===== src/inc/lnb_ctrl_map.vh =====
/*
 Constants of the two-wire control/status port: chip address, register
 indices, bit positions, timing counts and the APB register map.
 Assumes a 20 MHz system clock and a 32-bit APB master.
*/
`ifndef LNB_CTRL_MAP_VH
`define LNB_CTRL_MAP_VH

`define CHIP_ADDR_HI     5'h02
`define CTRL_INDEX       8'h00
`define STAT_INDEX       8'h00
`define CTRL_RESET       8'h00

`define OUTPUT_ON_BIT    4
`define LIMIT_BOOST_BIT  6

`define ST_DISABLED      0
`define ST_OVERCURRENT   2
`define ST_CABLE_OPEN    3
`define ST_OUTPUT_LOW    4
`define ST_THERMAL       6
`define ST_UNDERVOLTAGE  7

`define CLK_MHZ          20
`define SHORT_TIME_US    45000
// SHORT_TIME_US times CLK_MHZ, sized for the 20-bit short counter
`define SHORT_CYC        20'd900000

`define APB_CTRL_OFS     8'h00
`define APB_STAT_OFS     8'h04
`define APB_LIVE_OFS     8'h08

`endif


===== src/design/lnb_ctrl_port.v =====
/*
 Two-wire target port with control byte, latched and live fault status and an
 open-drain interrupt; control and status are mirrored onto APB.
 Assumes the bus lines and fault indications are asynchronous inputs and
 that the APB master holds each request until PREADY.
*/
`timescale 1ns/1ns
`include "lnb_ctrl_map.vh"

module lnb_ctrl_port #(
    parameter [19:0] SHORT_LIMIT = `SHORT_CYC
)(
    input  wire        CLK,
    input  wire        RST_B,
    input  wire        CE,
    input  wire        SCL_IN,
    input  wire        SDA_IN,
    output reg         SDA_OUT,
    output reg         SDA_OE,
    output reg         IRQ_OUT,
    output reg         IRQ_OE,
    input  wire [1:0]  ADDR_SEL,
    input  wire        UNDERVOLT_IN,
    input  wire        SHORT_IN,
    input  wire        OVERTEMP_IN,
    input  wire        CABLE_OPEN_IN,
    input  wire        OUTPUT_LOW_IN,
    output reg         OUTPUT_ON,
    output reg  [7:0]  CTRL_BYTE,
    input  wire        PSEL,
    input  wire        PENABLE,
    input  wire        PWRITE,
    input  wire [7:0]  PADDR,
    input  wire [31:0] PWDATA,
    output reg  [31:0] PRDATA,
    output reg         PREADY,
    output reg         PSLVERR
);

    // ==========================================================
    // states
    // ==========================================================
    localparam [5:0] S_IDLE   = 6'h01;
    localparam [5:0] S_CHIP   = 6'h02;
    localparam [5:0] S_INDEX  = 6'h04;
    localparam [5:0] S_DATA   = 6'h08;
    localparam [5:0] S_SEND   = 6'h10;
    localparam [5:0] S_IGNORE = 6'h20;
    localparam       NSYNC    = 9;
    // bus lines idle high, address and fault inputs idle low;
    // a fault input seen high after reset would latch a false fault
    localparam [NSYNC-1:0] SYNC_INIT = 9'h003;

    // ==========================================================
    // input synchronisers
    // ==========================================================
    wire [NSYNC-1:0] raw_in;
    reg  [NSYNC-1:0] sync1_reg;
    reg  [NSYNC-1:0] sync2_reg;
    reg  [NSYNC-1:0] sync3_reg;
    reg  [NSYNC-1:0] filt_reg;
    reg              scl_prev_reg;
    reg              sda_prev_reg;

    assign raw_in = {OUTPUT_LOW_IN, CABLE_OPEN_IN, OVERTEMP_IN, SHORT_IN,
                     UNDERVOLT_IN, ADDR_SEL, SDA_IN, SCL_IN};

    genvar gi;
    generate
        for (gi = 0; gi < NSYNC; gi = gi + 1)
        begin : g_sync
            always @(posedge CLK)
            begin
                if (!RST_B)
                begin
                    sync1_reg[gi] <= SYNC_INIT[gi];
                    sync2_reg[gi] <= SYNC_INIT[gi];
                    sync3_reg[gi] <= SYNC_INIT[gi];
                    filt_reg[gi]  <= SYNC_INIT[gi];
                end
                else if (CE)
                begin
                    sync1_reg[gi] <= raw_in[gi];
                    sync2_reg[gi] <= sync1_reg[gi];
                    sync3_reg[gi] <= sync2_reg[gi];
                    if (sync2_reg[gi] == sync3_reg[gi])
                        filt_reg[gi] <= sync3_reg[gi];
                end
            end
        end
    endgenerate

    wire       scl        = filt_reg[0];
    wire       sda        = filt_reg[1];
    wire [1:0] addr_low   = filt_reg[3:2];
    wire       uv_live    = filt_reg[4];
    wire       short_live = filt_reg[5];
    wire       hot_live   = filt_reg[6];
    wire       cable_live = filt_reg[7];
    wire       low_live   = filt_reg[8];

    // edge detection
    // only filtered levels reach the sequencer; raw pins never do
    wire scl_rise = scl & ~scl_prev_reg;
    wire scl_fall = ~scl & scl_prev_reg;
    wire start_ev = scl & scl_prev_reg & ~sda & sda_prev_reg;
    wire stop_ev  = scl & scl_prev_reg & sda & ~sda_prev_reg;

    // ==========================================================
    // protocol state
    // ==========================================================
    reg [5:0]  state_reg;
    reg [5:0]  after_reg;
    reg [3:0]  bit_cnt_reg;
    reg        ack_phase_reg;
    reg [7:0]  shift_reg;
    reg [7:0]  tx_reg;
    reg        status_ack_reg;
    reg [7:0]  ctrl_reg;
    reg        i2c_wr_reg;

    // fault state
    reg        uv_lat_reg;
    reg        oc_lat_reg;
    reg        hot_lat_reg;
    reg        irq_pend_reg;
    reg        dis_reg;
    reg        uv_prev_reg;
    reg        hot_prev_reg;
    reg [19:0] short_cnt_reg;

    wire oc_event = short_live && (short_cnt_reg == SHORT_LIMIT - 20'h00001);
    wire [7:0] status_byte;

    assign status_byte[`ST_DISABLED]     = dis_reg;
    assign status_byte[1]                = 1'b0;
    assign status_byte[`ST_OVERCURRENT]  = oc_lat_reg;
    assign status_byte[`ST_CABLE_OPEN]   = cable_live;
    assign status_byte[`ST_OUTPUT_LOW]   = low_live;
    assign status_byte[5]                = 1'b0;
    assign status_byte[`ST_THERMAL]      = hot_lat_reg;
    assign status_byte[`ST_UNDERVOLTAGE] = uv_lat_reg;

    // bit counter stops at eight; the ninth clock is the ack phase
    // upper five address bits fixed, lower two from the select pins
    wire addr_match = (shift_reg[7:3] == `CHIP_ADDR_HI) &&
                      (shift_reg[2:1] == addr_low);

    always @(posedge CLK)
    begin
        if (!RST_B)
        begin
            scl_prev_reg   <= 1'b1;
            sda_prev_reg   <= 1'b1;
            state_reg      <= S_IDLE;
            after_reg      <= S_IDLE;
            bit_cnt_reg    <= 4'h0;
            ack_phase_reg  <= 1'b0;
            shift_reg      <= 8'h00;
            tx_reg         <= 8'h00;
            status_ack_reg <= 1'b0;
            i2c_wr_reg     <= 1'b0;
            SDA_OE         <= 1'b0;
            SDA_OUT        <= 1'b0;
        end
        else if (CE)
        begin
            scl_prev_reg   <= scl;
            sda_prev_reg   <= sda;
            status_ack_reg <= 1'b0;
            i2c_wr_reg     <= 1'b0;
            // restart on start, abandon on stop
            if (start_ev || stop_ev)
            begin
                state_reg     <= start_ev ? S_CHIP : S_IDLE;
                bit_cnt_reg   <= 4'h0;
                ack_phase_reg <= 1'b0;
                SDA_OE        <= 1'b0;
            end
            else if (scl_rise)
            begin
                if (!ack_phase_reg && bit_cnt_reg != 4'h8)
                begin
                    bit_cnt_reg <= bit_cnt_reg + 4'h1;
                    shift_reg   <= {shift_reg[6:0], sda};
                end
                // host acknowledge sampled on ninth clock
                else if (ack_phase_reg && state_reg == S_SEND && !sda)
                    status_ack_reg <= 1'b1;
            end
            else if (scl_fall)
            begin
                if (ack_phase_reg)
                begin
                    ack_phase_reg <= 1'b0;
                    bit_cnt_reg   <= 4'h0;
                    state_reg     <= after_reg;
                    tx_reg        <= status_byte;
                    SDA_OE        <= (after_reg == S_SEND) & ~status_byte[7];
                end
                else if (bit_cnt_reg == 4'h8)
                begin
                    case (state_reg)
                        S_CHIP:
                        begin
                            if (addr_match)
                            begin
                                SDA_OE        <= 1'b1;
                                ack_phase_reg <= 1'b1;
                                after_reg     <= shift_reg[0] ? S_SEND
                                                              : S_INDEX;
                            end
                            else
                                state_reg <= S_IGNORE;
                        end
                        S_INDEX:
                        begin
                            if (shift_reg == `CTRL_INDEX ||
                                shift_reg == `STAT_INDEX)
                            begin
                                SDA_OE        <= 1'b1;
                                ack_phase_reg <= 1'b1;
                                after_reg     <= S_DATA;
                            end
                            else
                                state_reg <= S_IGNORE;
                        end
                        S_DATA:
                        begin
                            SDA_OE        <= 1'b1;
                            ack_phase_reg <= 1'b1;
                            i2c_wr_reg    <= 1'b1;
                            after_reg     <= S_IGNORE;
                        end
                        S_SEND:
                        begin
                            SDA_OE        <= 1'b0;
                            ack_phase_reg <= 1'b1;
                            after_reg     <= S_IGNORE;
                        end
                        default:
                            state_reg <= state_reg;
                    endcase
                end
                else if (state_reg == S_SEND)
                begin
                    tx_reg <= {tx_reg[6:0], 1'b0};
                    SDA_OE <= ~tx_reg[6];
                end
            end
        end
    end

    // ==========================================================
    // control register and APB slave
    // ==========================================================
    // one wait state: ready follows the first access-phase edge
    // unmapped offsets answer with an error and read as zero
    wire apb_access = PSEL & PENABLE & ~PREADY;
    wire apb_map    = (PADDR == `APB_CTRL_OFS) || (PADDR == `APB_STAT_OFS) ||
                      (PADDR == `APB_LIVE_OFS);

    always @(posedge CLK)
    begin
        if (!RST_B)
        begin
            ctrl_reg <= `CTRL_RESET;
            PREADY   <= 1'b0;
            PSLVERR  <= 1'b0;
            PRDATA   <= 32'h00000000;
        end
        else if (CE)
        begin
            if (i2c_wr_reg)
                ctrl_reg <= shift_reg;
            else if (apb_access && PWRITE && PADDR == `APB_CTRL_OFS)
                ctrl_reg <= PWDATA[7:0];
            PREADY  <= apb_access;
            PSLVERR <= apb_access & ~apb_map;
            if (apb_access && !PWRITE)
            begin
                case (PADDR)
                    `APB_CTRL_OFS: PRDATA <= {24'h000000, ctrl_reg};
                    `APB_STAT_OFS: PRDATA <= {24'h000000, status_byte};
                    `APB_LIVE_OFS: PRDATA <= {21'h000000, state_reg,
                                              irq_pend_reg, OUTPUT_ON,
                                              uv_live, short_live,
                                              hot_live};
                    default:       PRDATA <= 32'h00000000;
                endcase
            end
            else
                PRDATA <= 32'h00000000;
        end
    end

    // ==========================================================
    // fault latches, interrupt, output enable
    // ==========================================================
    always @(posedge CLK)
    begin
        if (!RST_B)
        begin
            uv_lat_reg    <= 1'b1;
            oc_lat_reg    <= 1'b0;
            hot_lat_reg   <= 1'b0;
            irq_pend_reg  <= 1'b1;
            uv_prev_reg   <= 1'b0;
            hot_prev_reg  <= 1'b0;
            short_cnt_reg <= 20'h00000;
            dis_reg       <= 1'b1;
            IRQ_OE        <= 1'b1;
            IRQ_OUT       <= 1'b0;
            OUTPUT_ON     <= 1'b0;
            CTRL_BYTE     <= `CTRL_RESET;
        end
        else if (CE)
        begin
            uv_prev_reg  <= uv_live;
            hot_prev_reg <= hot_live;
            if (!short_live || !OUTPUT_ON)
                short_cnt_reg <= 20'h00000;
            else if (!oc_event)
                short_cnt_reg <= short_cnt_reg + 20'h00001;
            // latch, cleared by host ack when cause gone
            // a live undervoltage or thermal cause keeps its latch set through any ack
            uv_lat_reg  <= uv_live | (uv_lat_reg & ~status_ack_reg);
            oc_lat_reg  <= (oc_event & OUTPUT_ON) |
                           (oc_lat_reg & ~status_ack_reg);
            hot_lat_reg <= hot_live | (hot_lat_reg & ~status_ack_reg);
            // new undervoltage, thermal or overcurrent fault raises interrupt, set beats clear
            if ((uv_live & ~uv_prev_reg) | (hot_live & ~hot_prev_reg) |
                (oc_event & OUTPUT_ON))
                irq_pend_reg <= 1'b1;
            else if (status_ack_reg)
                irq_pend_reg <= 1'b0;
            IRQ_OE    <= irq_pend_reg;
            IRQ_OUT   <= 1'b0;
            // enable gated by latched faults
            // enable bit is ignored until a read clears the latches
            OUTPUT_ON <= ctrl_reg[`OUTPUT_ON_BIT] & ~uv_lat_reg &
                         ~oc_lat_reg & ~hot_lat_reg & ~uv_live & ~hot_live;
            dis_reg   <= ~(ctrl_reg[`OUTPUT_ON_BIT] & ~uv_lat_reg &
                           ~oc_lat_reg & ~hot_lat_reg & ~uv_live &
                           ~hot_live);
            CTRL_BYTE <= ctrl_reg;
        end
    end

endmodule // lnb_ctrl_port


===== config.mk =====
export PLATFORM = sky130hd
export DESIGN_NAME = lnb_ctrl_port
export DESIGN_NICKNAME = d
export VERILOG_FILES = /design/src/design/lnb_ctrl_port.v
export VERILOG_INCLUDE_DIRS = /design/src /design/src/inc
export SDC_FILE = /design/constraint.sdc
export NUM_CORES = 1
export LEC_CHECK = 0
export BUFFER_PORTS_ARGS = -buffer_cell sky130_fd_sc_hd__buf_2
export CAP_MARGIN = 20
export CORE_ASPECT_RATIO = 0.9
export CORE_MARGIN = 2
export CORE_UTILIZATION = 50
export CTS_CLUSTER_DIAMETER = 150
export CTS_CLUSTER_SIZE = 14
export DETAILED_ROUTE_END_ITERATION = 8
export GPL_ROUTABILITY_DRIVEN = 0
export PLACE_DENSITY = 0.72
export SYNTH_ARGS = -nofsm -noshare
export SYNTH_HDL_FRONTEND = slang
export SYNTH_SLANG_ARGS = --single-unit

===== constraint.sdc =====
create_clock -name CLK -period 2.48 [get_ports CLK]
set_input_delay 0.744 -clock CLK [delete_from_list [all_inputs] [get_ports CLK]]
set_output_delay 0.744 -clock CLK [all_outputs]
set_load 0.02 [all_outputs]

==> results.yml <==
routing:
  ant_nets: 0
  num_vias: 4953
  drt_iter0_drc: 354
  wl_um: 13600
  route.detailed.drc: 0
  viasPerCell: 5.50
  first_pass_iters: 5
  avgRoutedWirePerCell_um: 15.1
placed_design:
  portBuffers: 54
  placed_cells: 869
  dp_hpwl_um: 9370
  dpl-instance-area_um2: 6460
  place_ws_ns: -0.0580
power_and_ir_drop:
  leakage_nw: 2.90
  vdd_ir_drop_max_mv: 0.590
  power_density_nw_per_um2: 696
clock_tree:
  path_clk_slew_ns: 0.06
  cts-resized-gates: 0
  clockBufferDepth: 2
  cts_tree: "yes"
  post-cts-setup-buffers: 0
  cts-root-buf: "clkbuf_16"
  clock-sinks: 130
  hold_buffers: 0
  numCtsBuffers: 17
  htreeDepth: 4
  clock_latency_ns: 0.41
logic_synthesis:
  yosysMostFrequentCell: "dfxtp_1"
  ys_seq_area_frac: 0.430
  synth-seq-cells: 130
  yosys.area.top_type: "dfxtp_1"
  async_reset_ff_frac: 0
  ys_top_cells_by_area: "dfxtp_1 (43%), mux2i_1 (12%), nor2_1 (5.3%)"
  ys_top_cells_by_count: "dfxtp_1 (130), nor2_1 (85), mux2i_1 (75), nand2_1 (56), a21oi_1 (44)"
  syn_area_per_cell_um2: 9.00
  netlist_area_um2: 6060
  synth-edff-count: 0
  ys_warn_count: 0
  netlist_instances: 673
  synth.distinct_cells: 61
  ys_dominant_reg_cell: "dfxtp_1"
  synth_top_area_share: 0.430
die:
  start_util: 0.507
  dieHeight_um: 108
  die_w_um: 120
  rows: 38
  ios: 102
  die-area_um2: 13000
  design.core.area_um2: 11900
cells_and_area:
  fin_area_um2: 7080
  n_fill_cell: 1011
  antenna_cells: 0
  nNetsFinal: 789
  multi_input_area_um2: 3170
  largest_reg_flops: 20
  fin_cells: 901
  area_growth_pct: 17.0
  seq_area_um2: 2600
  layout-drive-gt1-share: 0.159
worst_setup_path:
  critPathMaxStageDelay_ns: 0.39
  crit_arrival_ns: 2.50
  crit_type: "flip-flop to flip-flop"
  path_cells: "inv_1 > ha_1 > nand3b_1 > a2111oi_0 > buf_4 > a21bo_2 > mux2_4"
  path_buf_inv: 2
  crit_path_end_kind: "flip-flop"
  critPathMaxFanout: 7
  cp-start-kind: "flip-flop"
  cp_data_required_time_ns: 2.78
  cp_slowest_cell: "a2111oi_0"
  critical-path-top-delay-family: "compound AO/OA/AOI/OAI gates"
timing:
  hold_viol: 0
  drv_slew: 0
  layout_setup_ws_ns: 0.282
  fin_crit_ns: 2.20
  rsz0062_at_grt: "no"
  clock_skew_ns: 0.00448
  min_period_over_period: 0.886
  worstMarginPinSlew_ns: 0.630
  slew_headroom: 0.579
  finalSetupViolCount: 0
  fmax_ghz: 0.455
run:
  drv_cap: 0
grt:
  grt.overflow.total: 0
  grt_usage: 0.222
  grt_pass1_wl_um: 23000
  antenna_found_initial: 0
  grt_max_degree: 60
  grt_pass1_vias: 4691
hold_path:
  hp-class: "flip-flop to flip-flop"
outcome:
  outcome: "complete, no violations"
## worst paths after layout
kind	start	endpoint	slack [ns]	cells past startpoint
max	scl_prev_reg$_SDFFE_PN1P_	after_reg[4]$_SDFFE_PN0P_	0.28	7
min	sync3_reg[6]$_SDFFE_PN0P_	hot_live$_SDFFE_PN0P_	0.46	2
max reg2reg	scl_prev_reg$_SDFFE_PN1P_	after_reg[4]$_SDFFE_PN0P_	0.28	7
min reg2reg	sync3_reg[6]$_SDFFE_PN0P_	hot_live$_SDFFE_PN0P_	0.46	2
## tightest hold or removal path: stages (launching register included)
cell and delay, ns:
dfxtp_1 0.30, nand2_1 0.05, a21oi_1 0.06
## report_power, final
group,leakage (nW),switching [W],internal (W),total (W)
clock,0.289,0.000949,0.00162,0.00257
combinational,1.56,0.000157,0.0000790,0.000236
sequential,1.05,0.0000171,0.00211,0.00213
## final cells by class
cell class | instances | share of cell area
multi-input combinational | 495 | 0.448
sequential | 130 | 0.367
timing repair buffer | 75 | 0.0643
clock buffer | 18 | 0.0620
tap | 160 | 0.0283
clock inverter | 14 | 0.0256
inverter | 9 | 0.00477
## layout by cell type (no fill, tap or decap), drive strengths merged, types with 4 or more instances in the layout
cell type  netlist  routed
o21ai           26      26
nand4           12      12
clkbuf          27      18
o2bb2ai          4       4
or3              8       8
nor2            85      85
a2bb2oi          4       4
and2             8       8
nor4             8       8
nor2b            8       8
nand2           56      56
buf             34      75
nor3             9       9
clkinvlp         0       4
clkinv           0       5
o211ai           6       6
mux2i           75      75
a211oi           6       6
nand2b           4       4
nand3b           7       7
and3             5       5
a21o             9       9
dfxtp          130     130
a311oi           8       8
inv              9      11
a22oi            4       4
conb             1      23
nand3           12      12
xor2            19      19
and4             5       5
ha               6       6
a21oi           44      44
## logic make-up after synthesis
logic type / Yosys count / synth area share
compound gates: 128 / 0.137
xor+xnor: 22 / 0.0318
fa+ha+maj: 6 / 0.0124
buf+inv: 70 / 0.0603
flops: 130 / 0.430
mux: 78 / 0.130
other cells: 1 / 0.000619
simple gates: 238 / 0.198
## metal layers
metal / vias to the layer above / track usage / wire length (um)
met5: - / 0 / 0
met3: 17 / 0.0617 / 773
met1: 2320 / 0.295 / 6480
li1: 2460 / - / -
met4: 0 / 0.0756 / 203
met2: 156 / 0.350 / 6180
## metrics by stage
step | utilization | total power (W) | setup TNS, ns | hold slack [ns]
after floorplan | - | 0.00236 | 0 | 0.436
after global placement | 0.542 | 0.00240 | 0 | 0.441
after detailed placement | 0.542 | 0.00241 | -0.0980 | 0.451
after CTS | 0.594 | 0.00498 | 0 | 0.464
after global routing | 0.594 | 0.00511 | 0 | 0.470
final | 0.594 | 0.00493 | 0 | 0.462
No activity file was read; power rests on OpenSTA's default activity.
